[src/rtl/cgpe_pkg.sv]
// Shared constants and types of the current gauge PWM encoder
package cgpe_pkg;

    // ****************************************************************
    // Clock and PWM timing
    // ****************************************************************
    localparam int CGPE_CLK_HZ      = 250_000_000;  // Core clock, 4 ns period
    localparam int CGPE_PWM_FREQ_HZ = 20;           // Nominal PWM repetition rate
    localparam int CGPE_RAMP_STEPS  = 1024;         // Duty quantisation levels
    // One ramp step in core cycles; one ramp period is one sampling slot
    localparam int CGPE_STEP_CYCLES = CGPE_CLK_HZ / (CGPE_PWM_FREQ_HZ * CGPE_RAMP_STEPS);
    localparam int CGPE_STEP_W      = 14;

    // ****************************************************************
    // Ramp and code layout
    // ****************************************************************
    localparam int CGPE_RAMP_W              = 10;
    localparam logic [9:0] CGPE_RAMP_LAST   = 10'h3ff;
    localparam logic [9:0] CGPE_CODE_ZERO   = 10'h200;  // Zero-current code, mid scale
    localparam logic [9:0] CGPE_CODE_MAX    = 10'h3ff;

    // ****************************************************************
    // Filter and averaging
    // ****************************************************************
    localparam int CGPE_CNT_W               = 24;       // Holds samples of one slot
    localparam int CGPE_DENS_W              = 11;       // Density 0..1024
    localparam logic [10:0] CGPE_DENS_HALF  = 11'h200;  // Density of zero current
    localparam logic [3:0]  CGPE_DIV_LAST   = 4'ha;     // Quotient bit index 10
    // Duty gain: code offset = (density - half) * 1024 / 1.1 / 1024
    localparam logic signed [11:0] CGPE_GAIN = 12'sh3a3; // 931
    localparam int CGPE_GAIN_SHIFT          = 10;

    // Factory full-scale option in amperes (1 or 10); fixed at build time
    localparam int CGPE_FULL_SCALE_A        = 1;

    // ****************************************************************
    // State encodings
    // ****************************************************************
    typedef enum logic [1:0] {
        CGPE_OFF = 2'b01,
        CGPE_RUN = 2'b10
    } cgpe_mode_e;

    typedef enum logic [1:0] {
        CGPE_FLT_ACC = 2'b01,
        CGPE_FLT_DIV = 2'b10
    } cgpe_flt_e;

endpackage

[src/rtl/cgpe_filter.sv]
// Pulse-density filter: per-slot ones count and averaged density divider
module cgpe_filter
    import cgpe_pkg::*;
(
    input  wire logic                   i_mclk,
    input  wire logic                   i_rst_n,
    input  wire logic                   i_clear,
    input  wire logic                   i_pds_valid,
    input  wire logic                   i_pds_bit,
    input  wire logic                   i_slot_end,
    output logic [CGPE_DENS_W-1:0]      o_density,
    output logic                        o_done
);

    // ****************************************************************
    // State
    // ****************************************************************
    cgpe_flt_e               state, next_state;
    logic [CGPE_CNT_W-1:0]   ones, next_ones;
    logic [CGPE_CNT_W-1:0]   total, next_total;
    logic [CGPE_CNT_W:0]     rem, next_rem;
    logic [CGPE_CNT_W-1:0]   divisor, next_divisor;
    logic [CGPE_DENS_W-1:0]  quot, next_quot;
    logic [3:0]              bit_idx, next_bit_idx;
    logic [CGPE_DENS_W-1:0]  next_density;
    logic                    next_done;

    // Boxcar accumulation over the slot, then a bit-serial divide
    always_comb begin
        next_state   = state;
        next_ones    = ones;
        next_total   = total;
        next_rem     = rem;
        next_divisor = divisor;
        next_quot    = quot;
        next_bit_idx = bit_idx;
        next_density = o_density;
        next_done    = 1'b0;
        if (i_slot_end) begin
            // Close the slot; a sample in this cycle opens the next one
            next_ones    = {{(CGPE_CNT_W-1){1'b0}}, i_pds_valid & i_pds_bit};
            next_total   = {{(CGPE_CNT_W-1){1'b0}}, i_pds_valid};
            next_rem     = {1'b0, ones};
            next_divisor = total;
            next_quot    = '0;
            next_bit_idx = CGPE_DIV_LAST;
            next_state   = CGPE_FLT_DIV;
        end else if (i_pds_valid) begin
            next_ones  = ones + {{(CGPE_CNT_W-1){1'b0}}, i_pds_bit};
            next_total = total + {{(CGPE_CNT_W-1){1'b0}}, 1'b1};
        end
        case (state)
            CGPE_FLT_ACC: begin
            end
            CGPE_FLT_DIV: begin
                if (!i_slot_end) begin
                    // Restoring division: density = ones * 1024 / total
                    if (rem >= {1'b0, divisor}) begin
                        next_quot[bit_idx] = 1'b1;
                        next_rem = (rem - {1'b0, divisor}) << 1;
                    end else begin
                        next_rem = rem << 1;
                    end
                    if (bit_idx == 4'h0) begin
                        next_state = CGPE_FLT_ACC;
                        next_done  = 1'b1;
                        // An empty slot carries no current information
                        if (divisor == '0) begin
                            next_density = CGPE_DENS_HALF;
                        end else begin
                            next_density = next_quot;
                        end
                    end else begin
                        next_bit_idx = bit_idx - 4'h1;
                    end
                end
            end
            default: begin
                next_state = CGPE_FLT_ACC;
            end
        endcase
        if (i_clear) begin
            next_state   = CGPE_FLT_ACC;
            next_ones    = '0;
            next_total   = '0;
            next_density = CGPE_DENS_HALF;
            next_done    = 1'b0;
        end
    end

    // Register stage
    always_ff @(posedge i_mclk or negedge i_rst_n) begin
        if (!i_rst_n) begin
            state     <= CGPE_FLT_ACC;
            ones      <= '0;
            total     <= '0;
            rem       <= '0;
            divisor   <= '0;
            quot      <= '0;
            bit_idx   <= '0;
            o_density <= CGPE_DENS_HALF;
            o_done    <= 1'b0;
        end else begin
            state     <= next_state;
            ones      <= next_ones;
            total     <= next_total;
            rem       <= next_rem;
            divisor   <= next_divisor;
            quot      <= next_quot;
            bit_idx   <= next_bit_idx;
            o_density <= next_density;
            o_done    <= next_done;
        end
    end

endmodule

[src/rtl/cgpe_top.sv]
// Current gauge PWM encoder: filter, slot averaging, ramp compare and shutdown
//
// Behaviour
// Filter modulator bitstream into multi-bit current value
// PWM high while ramp below filtered value
// Zero current gives half duty cycle
// Positive current above half, negative below
// Full scale gives 95.5 and 4.5 percent
// Duty equals current over 2.2 full-scale plus half
// Full-scale option fixed at build time
// Average current over whole sampling slots
// Duty quantised to 1024 levels
// Extra half step: duty is (N+0.5)/1024
// Host subtracts 1/2048 from measured duty
// Host may average readings to cut jitter
// PWM repeats at about twenty hertz
// Low shutdown input enters low-power mode
// Duty shows previous slot average current
// Ten-bit ramp; compare loaded only at wrap
// Reset and wake clear state, start mid-code
module cgpe_top
    import cgpe_pkg::*;
#(
    parameter int STEP_CYCLES = CGPE_STEP_CYCLES
)
(
    input  wire logic                   i_mclk,
    input  wire logic                   i_rst_n,
    input  wire logic                   i_low_power_request_n,
    input  wire logic                   i_pds_valid,
    input  wire logic                   i_pds_bit,
    output logic                        o_pwm,
    output logic                        o_active,
    output logic [CGPE_RAMP_W-1:0]      o_code
);

    // ****************************************************************
    // Helpers
    // ****************************************************************

    // Density 0..1024 to duty code; gain 1/1.1 keeps full scale at 95.5 %
    function automatic logic [CGPE_RAMP_W-1:0] map_code(input logic [CGPE_DENS_W-1:0] dens);
        logic signed [CGPE_DENS_W:0]    centred;
        logic signed [23:0]             prod;
        logic signed [23:0]             code;
        centred = $signed({1'b0, dens}) - $signed({1'b0, CGPE_DENS_HALF});
        // Operands widened first so the product cannot wrap at twelve bits
        prod    = 24'(centred) * 24'(CGPE_GAIN);
        code    = (prod >>> CGPE_GAIN_SHIFT) + $signed({14'h0, CGPE_CODE_ZERO});
        if (code < 0) begin
            map_code = '0;
        end else if (code > $signed({14'h0, CGPE_CODE_MAX})) begin
            map_code = CGPE_CODE_MAX;
        end else begin
            map_code = code[CGPE_RAMP_W-1:0];
        end
    endfunction

    localparam logic [CGPE_STEP_W-1:0] STEP_LAST = CGPE_STEP_W'(STEP_CYCLES - 1);
    localparam logic [CGPE_STEP_W-1:0] STEP_HALF = CGPE_STEP_W'(STEP_CYCLES / 2);

    // ****************************************************************
    // Mode control
    // ****************************************************************
    cgpe_mode_e mode, next_mode;
    logic       clear;

    // Shutdown input is a level; leaving it restarts every counter
    always_comb begin
        next_mode = mode;
        case (mode)
            CGPE_OFF: begin
                if (i_low_power_request_n) begin
                    next_mode = CGPE_RUN;
                end
            end
            CGPE_RUN: begin
                if (!i_low_power_request_n) begin
                    next_mode = CGPE_OFF;
                end
            end
            default: begin
                next_mode = CGPE_OFF;
            end
        endcase
    end

    always_ff @(posedge i_mclk or negedge i_rst_n) begin
        if (!i_rst_n) begin
            mode <= CGPE_OFF;
        end else begin
            mode <= next_mode;
        end
    end

    // Held in clear for the whole shutdown, so no slot spans it
    assign clear = (mode != CGPE_RUN);

    // ****************************************************************
    // Ramp generator
    // ****************************************************************
    logic [CGPE_STEP_W-1:0] step_cnt, next_step_cnt;
    logic [CGPE_RAMP_W-1:0] ramp, next_ramp;
    logic                   step_wrap;
    logic                   ramp_wrap;
    logic                   slot_end;

    assign step_wrap = (step_cnt == STEP_LAST);
    assign ramp_wrap = step_wrap && (ramp == CGPE_RAMP_LAST);
    // Slot closes at the start of the last step, leaving that step for the divide
    assign slot_end  = (mode == CGPE_RUN) && (ramp == CGPE_RAMP_LAST) && (step_cnt == '0);

    // 1024 steps of STEP_CYCLES each give the ~20 Hz period
    always_comb begin
        next_step_cnt = step_cnt;
        next_ramp     = ramp;
        if (clear) begin
            next_step_cnt = '0;
            next_ramp     = '0;
        end else if (step_wrap) begin
            next_step_cnt = '0;
            next_ramp     = ramp + 10'h001;
        end else begin
            next_step_cnt = step_cnt + 14'h0001;
        end
    end

    always_ff @(posedge i_mclk or negedge i_rst_n) begin
        if (!i_rst_n) begin
            step_cnt <= '0;
            ramp     <= '0;
        end else begin
            step_cnt <= next_step_cnt;
            ramp     <= next_ramp;
        end
    end

    // ****************************************************************
    // Filter and slot average
    // ****************************************************************
    logic [CGPE_DENS_W-1:0] density;
    logic                   dens_done;

    cgpe_filter u_filter (
        .i_mclk      (i_mclk),
        .i_rst_n     (i_rst_n),
        .i_clear     (clear),
        .i_pds_valid (i_pds_valid & ~clear),
        .i_pds_bit   (i_pds_bit),
        .i_slot_end  (slot_end),
        .o_density   (density),
        .o_done      (dens_done)
    );

    // ****************************************************************
    // Compare value
    // ****************************************************************
    logic [CGPE_RAMP_W-1:0] pending, next_pending;
    logic [CGPE_RAMP_W-1:0] next_code;

    // Result of the closed slot waits for the wrap, so a period never mixes two codes
    always_comb begin
        next_pending = pending;
        next_code    = o_code;
        if (dens_done) begin
            // Ratiometric mapping, so the full-scale option needs no run-time input
            next_pending = map_code(density);
        end
        if (clear) begin
            next_pending = CGPE_CODE_ZERO;
            next_code    = CGPE_CODE_ZERO;
        end else if (ramp_wrap) begin
            next_code = pending;
        end
    end

    always_ff @(posedge i_mclk or negedge i_rst_n) begin
        if (!i_rst_n) begin
            pending <= CGPE_CODE_ZERO;
            o_code  <= CGPE_CODE_ZERO;
        end else begin
            pending <= next_pending;
            o_code  <= next_code;
        end
    end

    // ****************************************************************
    // PWM output
    // ****************************************************************
    logic next_pwm;

    // High while ramp is below the code, plus half of step N: duty (N+0.5)/1024.
    // Zero current therefore reads 512.5/1024; the host removes the half step.
    always_comb begin
        next_pwm = 1'b0;
        if (!clear) begin
            if (ramp < o_code) begin
                next_pwm = 1'b1;
            end else if ((ramp == o_code) && (step_cnt < STEP_HALF)) begin
                next_pwm = 1'b1;
            end
        end
    end

    // Output parked low in shutdown to save the load current
    always_ff @(posedge i_mclk or negedge i_rst_n) begin
        if (!i_rst_n) begin
            o_pwm    <= 1'b0;
            o_active <= 1'b0;
        end else begin
            o_pwm    <= next_pwm;
            o_active <= ~clear;
        end
    end

endmodule

[config.mk]
export PLATFORM = sky130hd
export DESIGN_NAME = cgpe_top
export DESIGN_NICKNAME = d
export VERILOG_FILES = /design/src/rtl/cgpe_pkg.sv /design/src/rtl/cgpe_filter.sv /design/src/rtl/cgpe_top.sv
export SDC_FILE = /design/constraint.sdc
export NUM_CORES = 1
export LEC_CHECK = 0
export BUFFER_PORTS_ARGS = -buffer_cell sky130_fd_sc_hd__buf_2
export CAP_MARGIN = 20
export CORE_ASPECT_RATIO = 1.4
export CORE_MARGIN = 10
export CORE_UTILIZATION = 55
export DETAILED_ROUTE_END_ITERATION = 16
export HOLD_SLACK_MARGIN = 0.1
export MAX_ROUTING_LAYER = met4
export PLACE_DENSITY_LB_ADDON = 0.25
export SYNTH_ARGS = -nofsm -noshare
export SYNTH_HDL_FRONTEND = slang
export SYNTH_SLANG_ARGS = --single-unit
[constraint.sdc]
create_clock -name i_mclk -period 6.45 [get_ports i_mclk]
set_input_delay 0.9675 -clock i_mclk [delete_from_list [all_inputs] [get_ports i_mclk]]
set_output_delay 0.9675 -clock i_mclk [all_outputs]
set_load 0.01 [all_outputs]
==> results, run 1 <==
- The run finished with clean final reports.
- The initial antenna violation count came to 0.
- The type of element capturing the critical path is a flop.
- The worst-case vdd ir drop is 0.210 mV.
- The area growth from synthesis to layout is 8.29%.
- The clock reaches the later pin of the worst-skew pair after 0.47 ns.
- The standby leakage power is 6.36 nW.
- 0 antenna diodes ended up in the layout.
- Summing over every cut layer, the via total after detailed routing is 9,436.
- The total power divided by cell area is 165 nW/um^2.
- TritonCTS built the clock tree.
- Of all nets on the critical path, the largest fanout is 7.
- The most common library cell in the layout ignoring fill and taps is dfrtp_1.
- Max-cap violations in this run came to 0.
- After synthesis, the netlist uses 76 different library cells.
- The number of H-tree levels is 4.
- The global placement routability congestion is 0.930.
- From bottom edge to top edge, the die measures 195 um.
- The vias per cell is 5.79.
- In the layout the commonest cells are 169 x dfrtp_1, 139 x inv_1, 126 x nand2_1, 116 x nor2_1, 105 x ha_1.
- Multiplexer cells account for 1.50% of the synthesized area.
- Measured against its own limit, the worst slew margin works out to 32.0%.
- The transition at the pin with the smallest max-transition slack is 1.01 ns.
- The share of layout cells above drive strength 1 is 6.95%.
- The worst setup slack after layout is 0.275 ns.
- The overall power consumption is 0.00215 W.
- Summing the areas of all compound-gate instances in the mapped netlist gives 15.9% of the synthesized area.
- The maximum number of pins on one net before global-route repair is 93.
- The setup path with the least slack is of type flop to flop.
- The net count of the finished layout is 1,475.
- The synthesized instance count is 1,323.
- The element type at the critical path start is a flop.
- The area share of xor/xnor cells in the synthesized design is 6.05%.
- The arrival time of data at the critical path endpoint is 6.52 ns.
- The post-detailed-route count of antenna-violating nets is 0.
- The total nets after synthesis is 1,473.
- The count of flip-flops with a built-in enable after synthesis is 0.
- For this run, the number of Yosys warnings is 0.
- For the final routed database, the setup TNS stands at 0 ns.
- The post-route clock skew is 0.0281 ns.
- After floorplanning, the core was divided into 63 placement rows.
- After layout, the minimum clock period comes to 6.17 ns.
- The highest attainable clock frequency is 162 MHz.
- Clock tree synthesis selected as its root buffer the cell clkbuf_16.
- After global routing the overflow that remains totals 0.
- At the placement stage, the worst setup path has a slack of 0.0360 ns.
- The starting density of the core is 56.3%.
- The worst min-delay path category is primary input to asynchronous set/reset pin.
- Buffers inserted during clock tree synthesis total 17.
- The clock sink total is 174.
- The count of fill cells added during filler insertion is 1,851.
- The hold violation count in the final report is 0.
- The setup-violating endpoint count in the final report is 0.
- The combinational family with the most area after synthesis is adder cells.
- The placed wire-length estimate after detailed placement is 20,500 um.
- The portion of the clock cycle consumed by the worst path in the final layout is 95.7%.
- Port buffering added 16 buffers.
- The number of pins exceeding their max-slew limit in the final report is 0.
- In the final routed layout, each cell accounts on average for 17.1 um.
- The portion of the post-synthesis area used by sequential elements is 36.3%.
- Summed over all layers, the routed wires come to 27,900 um.
- The die is 145 um wide.
- Of all flip-flops after synthesis, the portion carrying an async set or reset was 100%.
- Each instance of the synthesized netlist takes up on average 9.09 sq um.
- The area fraction in and, or, nand and nor cells after synthesis is 17.1%.
- In this run, synthesis produced a sequential element count of 174.
- The core region area is 21,400 sq um.
- The mapped netlist covers 12,000 sq um.
- The register clock-pin slew on the reported worst setup and hold paths is 0.07 ns.
- For this run, design rule violations remaining after detail routing come to 0.
- The total iterations of the first detailed-routing run is 6.
- The synthesized netlist devotes 17.3% of its cell area to adder and majority cells.
- The most frequently used flop master after synthesis is dfrtp_1.
- In this run the deepest clock path goes through 2 buffers.
- Hold repair after CTS inserted 0 buffers.
- The total die area is 28,300 sq um.
- Data on the critical path is required at its endpoint by 6.80 ns.
- The top-level I/O count is 17.
- In this run, the number of DRC markers left after iteration 0 of detailed routing was 505.
- The wire length of the first global-routing pass is 46,200 um.
- The total global routing track utilization is 20.3%.
- The number of global-route vias before repair is 9,465.
[synth_stat cells (all sizes together) (3+ instances only)]
| cell type | instances | area, sq um |
|---|---|---|
| a21oi | 70 | 354 |
| a41oi | 6 | 52.6 |
| and4 | 6 | 52.6 |
| nor2 | 117 | 439 |
| fa | 36 | 721 |
| or3 | 14 | 87.6 |
| ha | 109 | 1360 |
| o21a | 4 | 30.0 |
| a211o | 3 | 26.3 |
| o211a | 12 | 120 |
| nand2b | 10 | 62.6 |
| a211oi | 7 | 52.6 |
| nor2b | 6 | 37.5 |
| a21o | 23 | 173 |
| a31o | 3 | 26.3 |
| o31ai | 12 | 95.1 |
| a2111oi | 3 | 27.5 |
| a31oi | 19 | 125 |
| clkbuf | 27 | 101 |
| xnor2 | 24 | 210 |
| and2 | 9 | 56.3 |
| a22o | 10 | 87.6 |
| inv | 139 | 522 |
| dfstp | 5 | 131 |
| nand4 | 24 | 150 |
| xor2 | 59 | 517 |
| or2 | 7 | 43.8 |
| and3 | 17 | 106 |
| nand3 | 46 | 230 |
| dfrtp | 169 | 4230 |
| nor3 | 14 | 70.1 |
| nor3b | 8 | 60.1 |
| nand2 | 128 | 490 |
| nand4b | 3 | 26.3 |
| or4 | 4 | 33.8 |
| o311a | 3 | 30.0 |
| buf | 16 | 83.8 |
| o21ai | 92 | 464 |
| nor4 | 10 | 77.6 |
| mux2i | 18 | 180 |
[kinds of logic (layout without fill, tap and decap cells)]
| logic type | Yosys count | in the layout |
|---|---|---|
| flops | 174 | 174 |
| mux | 18 | 18 |
| fa+ha+maj | 145 | 145 |
| compound gates | 294 | 294 |
| buf+inv | 182 | 197 |
| xor+xnor | 83 | 83 |
| simple gates | 427 | 427 |
[power breakdown]
part	switching (W)	internal [W]	total, W
registers	0.00000274	0.00109	0.00110
logic	0.0000487	0.00000954	0.0000583
clock network	0.000483	0.000507	0.000990
total	0.000535	0.00161	0.00215
[sequential cells by signal (all words and copies together) (netlist names)]
name / count
o_code: 10
o_pwm: 1
u_filter.rem: 25
u_filter.bit_idx: 4
u_filter.o_density: 11
ramp: 10
u_filter.quot: 11
u_filter.total: 24
pending: 10
u_filter.o_done: 1
u_filter.divisor: 24
o_active: 1
u_filter.ones: 24
u_filter.state: 2
step_cnt: 14
mode: 2
[cell type report]
cell class | count | area [sq um] | area share (%)
Inverter | 139 | 522 | 4.01
Tap cell | 292 | 365 | 2.81
Sequential cell | 174 | 4360 | 33.5
Multi-Input combinational cell | 967 | 7060 | 54.2
Clock buffer | 18 | 429 | 3.30
Clock inverter | 14 | 125 | 0.961
Timing Repair Buffer | 26 | 161 | 1.24
[metal layers]
layer | up-vias | part of all wire [%] | GRT usage, %
met2 | 147 | 54 | 36.4
met3 | 58 | 2.5 | 3.02
met1 | 4634 | 40 | 21.8
met4 | 0 | 3.2 | 8.46
li1 | 4597 | - | -
met5 | - | 0 | -
[critical path, cell delays in order, from the launching register on]
cell and delay, ns:
dfstp_2 0.55, inv_1 0.11, ha_1 0.33, inv_1 0.06
ha_1 0.30, fa_1 0.48, fa_1 0.50, ha_1 0.29
inv_1 0.05, fa_1 0.49, inv_1 0.06, ha_4 0.29
nand4_1 0.13, a2111o_1 0.35, a31oi_4 0.19, o31ai_4 0.11
nand2b_1 0.13, xor2_2 0.25, ha_2 0.28, inv_1 0.08
a2111o_1 0.39, o221ai_2 0.19, a21oi_4 0.12, o31ai_1 0.27
nand2_1 0.08
[path summary, 6_finish.rpt]
path | start | endpoint | slack (ns) | cells after the start
setup / recovery | u_filter.o_density[9]$_DFFE_PN1P_ | pending[3]$_DFFE_PN0P_ | 0.28 | 24
hold / removal | i_rst_n | u_filter.total[9]$_DFFE_PN0P_ | 0.47 | 1
setup reg to reg | u_filter.o_density[9]$_DFFE_PN1P_ | pending[3]$_DFFE_PN0P_ | 0.28 | 24
hold reg to reg | pending[2]$_DFFE_PN0P_ | pending[2]$_DFFE_PN0P_ | 0.48 | 2
max in group asynchronous | i_rst_n | ramp[8]$_DFFE_PN0P_ | 4.72 | 2
min in group i_mclk | pending[2]$_DFFE_PN0P_ | pending[2]$_DFFE_PN0P_ | 0.48 | 2
[metrics by stage]
| step | hold WS (ns) | utilization [%] | cells | area [sq um] |
|---|---|---|---|---|
| after floorplan | 0.438 | - | 1323 | 12000 |
| after global placement | 0.459 | 57.9 | 1597 | 12400 |
| after detailed placement | 0.464 | 57.9 | 1597 | 12400 |
| after CTS | 0.475 | 60.5 | 1629 | 12900 |
| after global routing | 0.503 | 61.0 | 1630 | 13000 |
| final | 0.465 | 61.0 | 1630 | 13000 |
[what timing repair did]
| item | 4_1_cts | 5_1_grt |
|---|---|---|
| setup buffers | 0 | 1 |
| gates resized for setup | 0 | 15 |
| setup endpoints to repair | 0 | 9 |
(Power assumes the default switching activity.)
==> run 2, diff against run 1 <==
Settings changed: RECOVER_POWER from default to 50.
==> results, run 2 (synthesis results as in run 1) <==
- The flow ran to the end, but the final reports show violations.
- The checks that failed: max-capacitance violations, max-slew violations.
- Headroom to the max-slew limit came out at -90.8%.
- The CTS buffer count is 17.
- The height of the die is 195 um.
- Summing internal, switching and leakage power gives 0.00215 W.
- The total global routing track utilization is 20.3%.
- At the pin with the least slew margin, the transition time is 2.86 ns.
- The total power divided by cell area is 165 nW/um^2.
- The clock reaches the later pin of the worst-skew pair after 0.46 ns.
- The CTS tree is yes.
- The longest clock path from root to sink contains 2 buffers.
- The worst min-delay path category is flop to flop.
- The most common library cell in the layout ignoring fill and taps is dfrtp_1.
- The placed cell count is 1,597.
- The highest attainable clock frequency is 162 MHz.
- The post-route clock skew is 0.0165 ns.
- The type of the setup path with the least slack is flop to flop.
- The number of hold buffers added after CTS was 0.
- The cell area reported after detailed placement is 12,400 sq um.
- The clock period could shrink to 6.18 ns.
- Across all setup checks in the final design, the least slack found is 0.270 ns.
- The clock sink total is 174.
- Counting flops per register, the top entry is u_filter.rem.
- The number of global-route vias before repair is 9,465.
- Setup violations remaining at the end of the flow were counted as 0.
- The initial utilization of the core area, before any placement, comes to 56.3%.
- Along the worst path, the maximum fanout reaches 7.
- The flip-flop count of the largest register, all copies and words added is 25.
- Compared with the post-synthesis result, the final layout area differs by 8.14%.
- The required time reported for the critical path endpoint is 6.79 ns.
- The wire length of the first global-routing pass is 46,200 um.
- The initial antenna violation count is 0.
- The average routed wire per standard cell is 17.1 um.
- Detailed placement ended at an HPWL of 20,500 um.
- The hold violation count in the final report came to 0.
- The global placement routability congestion is 0.930.
- The repair_antennas step left the layout with diodes totalling 0.
- The die covers 28,300 sq um.
- Once detail routing completed, the nets flagged for antenna violations numbered 0.
- The worst setup path is launched from a flop.
- The type of element capturing the critical path is a flop.
- The post-route DRC violation count is 0.
- The detailed router finished its first iteration with 512 violations.
- The number of pins exceeding their max-slew limit in the final report is 212.
- The vias per cell is 5.76.
- In this run the number of H-tree levels came out at 4.
- After floorplanning, the core was divided into 63 placement rows.
- In this run the count of I/O pins placed on the die edge is 17.
- The core region area is 21,400 sq um.
- Before CTS, the worst setup slack after placement is 0.0360 ns.
- After clock tree synthesis, the clock-pin slew on the worst setup and hold paths is 0.07 ns.
- The arrival time of data at the critical path endpoint is 6.52 ns.
- In the finished design, the share of the clock period the worst path needs comes to 95.8%.
- VDD sags by at most 0.211 mV.
- At the end of the flow, the number of nets in the layout was 1,475.
- The finished cells cover 13,000 sq um.
- The tree is rooted in a clkbuf_16.
- The max-cap check violation count is 4.
- After global routing the overflow that remains totals 0.
- The count of buffers from port buffering is 16.
- The smallest hold slack is 0.477 ns.
- The total iterations of the first detailed-routing run is 6.
- The die outline width is 145 um.
- The maximum number of pins on one net before global-route repair is 93.
- The filler cells instantiated in the layout total 1,856.
- In the layout the commonest cells are 169 x dfrtp_1, 139 x inv_1, 126 x nand2_1, 116 x nor2_1, 105 x ha_1.
- Across all layers, the routed design uses 9,395 vias.
- Summed over all layers, the routed wires come to 27,900 um.
- The standby leakage power is 6.34 nW.
- The non-filler instance count after layout is 1,630.
- The share of layout cells above drive strength 1 is 6.65%.
run 2: cell types whose count changed in the layout (fill, tap and decap cells not counted), sizes merged:
cell and change:
buf -5, clkbuf +5
run 2: timing repair:
action                                  4_1_cts  5_1_grt
buffers inserted                              0        1
endpoints found under the setup margin        0        9
resized for setup                             0       15
run 2: power breakdown:
group          switching (W)  internal [W]  leakage [nW]  total [W]
combinational      0.0000487    0.00000802          3.67  0.0000567
clock               0.000483      0.000507         0.261   0.000991
sequential        0.00000273       0.00110          2.41    0.00110
total               0.000535       0.00161          6.34    0.00215
run 2: layer usage:
layer,wire [um],GRT usage (%),vias up
li1,-,-,4596
met1,11300,21.8,4601
met2,15000,36.4,140
met3,693,3.02,58
met4,922,8.46,0
met5,0,-,-
run 2: through the flow:
step / TNS, ns / util [%]
finish: 0 / 60.9
global route: -0.105 / 60.9
CTS: 0 / 60.5
detailed placement: 0 / 57.9
global placement: 0 / 57.9
floorplan: 0 / -
run 2: critical path, cell delays in order, from the launching register on:
cell and delay [ns]:
dfstp_2 0.55, inv_1 0.11, ha_1 0.33, inv_1 0.06, ha_1 0.30, fa_1 0.48, fa_1 0.50, ha_1 0.29
inv_1 0.05, fa_1 0.49, inv_1 0.06, ha_4 0.29, nand4_1 0.13, a2111o_1 0.35, a31oi_4 0.19, o31ai_4 0.11
nand2b_1 0.13, xor2_2 0.25, ha_2 0.28, inv_1 0.08, a2111o_1 0.39, o221ai_2 0.19, a21oi_4 0.12, o31ai_1 0.27
nand2_1 0.08
run 2: area by class of cell:
type | count | area [sq um] | area share (%)
Clock inverter | 14 | 125 | 0.962
Multi-Input combinational cell | 967 | 7060 | 54.3
Clock buffer | 18 | 429 | 3.30
Tap cell | 292 | 365 | 2.81
Timing Repair Buffer | 26 | 143 | 1.10
Sequential cell | 174 | 4360 | 33.5
Inverter | 139 | 522 | 4.01
run 2: final timing paths:
path	startpoint	end	slack, ns	cells after the start
setup / recovery	u_filter.o_density[9]$_DFFE_PN1P_	pending[3]$_DFFE_PN0P_	0.27	24
hold / removal	pending[2]$_DFFE_PN0P_	pending[2]$_DFFE_PN0P_	0.48	2
setup reg to reg	u_filter.o_density[9]$_DFFE_PN1P_	pending[3]$_DFFE_PN0P_	0.27	24
hold reg to reg	pending[2]$_DFFE_PN0P_	pending[2]$_DFFE_PN0P_	0.48	2
max in group asynchronous	i_rst_n	step_cnt[11]$_DFF_PN0_	1.26	2
min in group asynchronous	i_rst_n	u_filter.total[9]$_DFFE_PN0P_	1.42	1
==> run 3, diff against run 2 <==
Settings changed: CORE_MARGIN 10 to default.
==> results, run 3 (synthesis results as in run 1) <==
- The core region area is 21,300 sq um.
- The via total after detailed routing is 9,435.
- The portion of the clock cycle consumed by the worst path in the final layout is 96.5%.
- Counting flops per register, the top entry is u_filter.rem.
- The design draws 0.00217 W.
- The first detailed-routing pass ran for 5 iterations.
- The origin of the critical flop-to-flop path is u_filter.o_density[9]$_DFFE_PN1P_.
- The insertion delay to the later sink of the worst-skew pair is 0.44 ns.
- Dividing the detail-routed wire length by the instance count gives 17.1 um.
- The worst slew margin relative to its limit is -84.9%.
- For this design the ratio of total power to cell area is 166 nW/um^2.
- The most prevalent standard cell on the critical path is inv_1.
- The share of total power dissipated in combinational logic is 2.7%.
- The count of fill cells added during filler insertion is 1,824.
- The slack of the worst reg-to-reg path is 0.22 ns.
- The repair_antennas step left the layout with diodes totalling 0.
- The launch instance of the worst min-delay path is u_filter.quot[0]$_DFF_PN0_.
- Row generation in the floorplan step produced 63 rows.
- The sequential power share is 50.7%.
- Summed over all layers, the global routing overflow is 0.
- The setup TNS after final layout is 0 ns.
- The area growth from synthesis to layout is 8.43%.
- The endpoint of the most critical register-to-register path is pending[3]$_DFFE_PN0P_.
- The top-level I/O count is 17.
- The internal portion of the total power is 0.00167 W.
- Once the floorplan was initialized, standard cells occupied 56.5% of the core.
- The highest attainable clock frequency is 161 MHz.
- The endpoint of the worst hold-timing path is u_filter.quot[0]$_DFF_PN0_.
- The flip-flop count of the largest register, all copies and words added is 25.
- In this run the horizontal extent of the chip is 127 um.
- The worst-case vdd ir drop is 0.198 mV.
- The type of element capturing the critical path is a flop.
- The largest fanout on the critical path is 7.
- The clock passes through at most 2 buffers.
- The number of nets in the layout is 1,481.
- The critical path is of the flop to flop type.
- Wires add up to 27,500 um.
- The path class of the tightest hold or removal check is flop to flop.
- The number of buffer and inverter stages on the critical path is 5.
- The post-detailed-route count of antenna-violating nets is 0.
- The required time reported for the critical path endpoint is 6.78 ns.
- Counting every sink on the clock net gives 174.
- The final design area excluding fillers is 13,000 sq um.
- Port buffering added 16 buffers.
- The count of cells along the worst register-to-register path is 24.
- The hold violation count in the final report is 0.
- The height of the die is 177 um.
- The setup-violating endpoint count in the final report is 0.
- Leaving out fill and tap cells, the most frequent cell in the layout is dfrtp_1.
- The register clock-pin slew on the reported worst setup and hold paths is 0.07 ns.
- The standby leakage power is 6.33 nW.
- For the pin with the worst max-slew slack, the measured transition is 2.77 ns.
- The number of pins exceeding their max-slew limit in the final report was 179.
- STA classifies the critical path startpoint as a flop.
- Net switching is 23.0% of the power.
- Timing analysis after detailed placement gives a worst setup slack of 0.0498 ns.
- The initial antenna violation count is 0.
- Summing all multi-input logic gate instances after layout gives 7070 sq um.
- The total area of sequential cells is 4360 sq um.
- Data arrives at the worst endpoint at 6.56 ns.
- The first global-routing pass estimated 46,100 um of wire.
- Broken down by cell family, the worst path's largest delay share belongs to adder cells.
- For this design the total switching power over the nets is 0.000498 W.
- In the global route stage, overall resource usage came out at 26.9%.
- The max-cap check violation count is 3.
- The vias per cell is 5.88.
- The post-route DRC violation count is 0.
- The die covers 22,500 sq um.
- The clock tree synthesis step divided the H-tree into 4 levels.
- Per report_power, the clock group accounts for 46.7% of the total.
- The cell count of the worst hold path is 2.
- The time the final worst path needs with I/O delays and setup is 6.23 ns.
- The CTS buffer count is 17.
- At the end of routability-driven placement, the weighted congestion stood at 0.899.
- The run finished, with violations left.
- The slowest cell on the critical path is dfstp_2.
- Traced cell by cell, the critical path runs through clkinvlp_4, ha_4, inv_1, ha_1, fa_1, fa_1, ha_1, inv_1, fa_1, inv_1, ha_4, nand4_1, a2111o_1, a31oi_4, o31ai_4, nand2b_1, xor2_2, ha_4, inv_1, a2111o_1, o221ai_2, a21oi_4, o31ai_1, nand2_1.
- The number of global-route vias before repair is 9,648.
- The worst setup slack after layout is 0.224 ns.
- The clock tree root buffer cell is clkbuf_16.
- In the layout the commonest cells are 169 x dfrtp_1, 138 x inv_1, 126 x nand2_1, 116 x nor2_1, 105 x ha_1.
- The maximum number of pins on one net before global-route repair is 93.
- The first routing iteration left 527 violations.
- The final reports fail on max-capacitance violations, max-slew violations.
- The share of layout cells above drive strength 1 is 6.40%.
- Summing all placed instances gives a cell area of 12,300 sq um.
- The peak per-stage delay on the critical path is 0.57 ns.
- Clock skew on the completed layout was measured at 0.0138 ns.
- The placed wire-length estimate after detailed placement is 20,200 um.
- TritonCTS built the clock tree.
- The hold buffer count at cts is 0.
## run 3: cell type report
class	count	area share, %
clock inverters	11	0.835
well taps	260	2.50
repair buffers	32	1.37
inverters	139	4.03
multi-input cells	967	54.2
clock buffers	21	3.61
flip-flops and latches	174	33.4
## run 3: worst reg2reg max path, cell delays in order, from the launching register on
cell and delay [ns]:
dfstp_2 0.57, clkinvlp_4 0.14, ha_4 0.28, inv_1 0.05, ha_1 0.28, fa_1 0.47
fa_1 0.50, ha_1 0.31, inv_1 0.06, fa_1 0.51, inv_1 0.08, ha_4 0.30
nand4_1 0.13, a2111o_1 0.41, a31oi_4 0.21, o31ai_4 0.12, nand2b_1 0.14, xor2_2 0.21
ha_4 0.19, inv_1 0.07, a2111o_1 0.39, o221ai_2 0.23, a21oi_4 0.13, o31ai_1 0.26
nand2_1 0.09
## run 3: power by group through the flow
stage	Sequential (W)	Combinational (W)	Clock, W
after global placement	0.00112	0.0000599	0
after floorplan	0.00112	0.0000262	0
final	0.00110	0.0000579	0.00101
after detailed placement	0.00112	0.0000610	0
after global routing	0.00110	0.0000664	0.00106
after CTS	0.00110	0.0000611	0.00102
## run 3: routing by layer
metal  vias up  global-route usage (%)  wire [um]
li1       4596                       -          -
met1      4606                    28.6      11000
met3        57                    3.54        720
met2       176                    49.5      14800
met5         -                       -          0
met4         0                    11.6        947
## run 3: worst max-delay path by stage
stage / slack [ns] / end / startpoint / depth (start not counted)
final: 0.22 / pending[3]$_DFFE_PN0P_ / u_filter.o_density[9]$_DFFE_PN1P_ / 24
after global routing: -0.03 / pending[3]$_DFFE_PN0P_ / u_filter.o_density[9]$_DFFE_PN1P_ / 24
after CTS: 0.04 / pending[7]$_DFFE_PN0P_ / u_filter.o_density[9]$_DFFE_PN1P_ / 24
after detailed placement: 0.05 / pending[7]$_DFFE_PN0P_ / u_filter.o_density[9]$_DFFE_PN1P_ / 24
after global placement: 0.25 / pending[2]$_DFFE_PN0P_ / u_filter.o_density[9]$_DFFE_PN1P_ / 24
after floorplan: 0.51 / pending[0]$_DFFE_PN0P_ / u_filter.o_density[9]$_DFFE_PN1P_ / 24
## run 3: timing repair
item,4_1_cts,5_1_grt
buffers inserted,0,7
endpoints found under the hold margin,0,0
gates resized for setup,0,18
endpoints found under the setup margin,0,10
## run 3: metrics by stage
| step | cells | utilization (%) | hold WS, ns |
|---|---|---|---|
| global placement | 1565 | 57.9 | 0.453 |
| detailed placement | 1565 | 57.9 | 0.464 |
| finish | 1604 | 61.3 | 0.474 |
| global route | 1604 | 61.3 | 0.506 |
| CTS | 1597 | 60.6 | 0.446 |
| floorplan | 1323 | - | 0.438 |
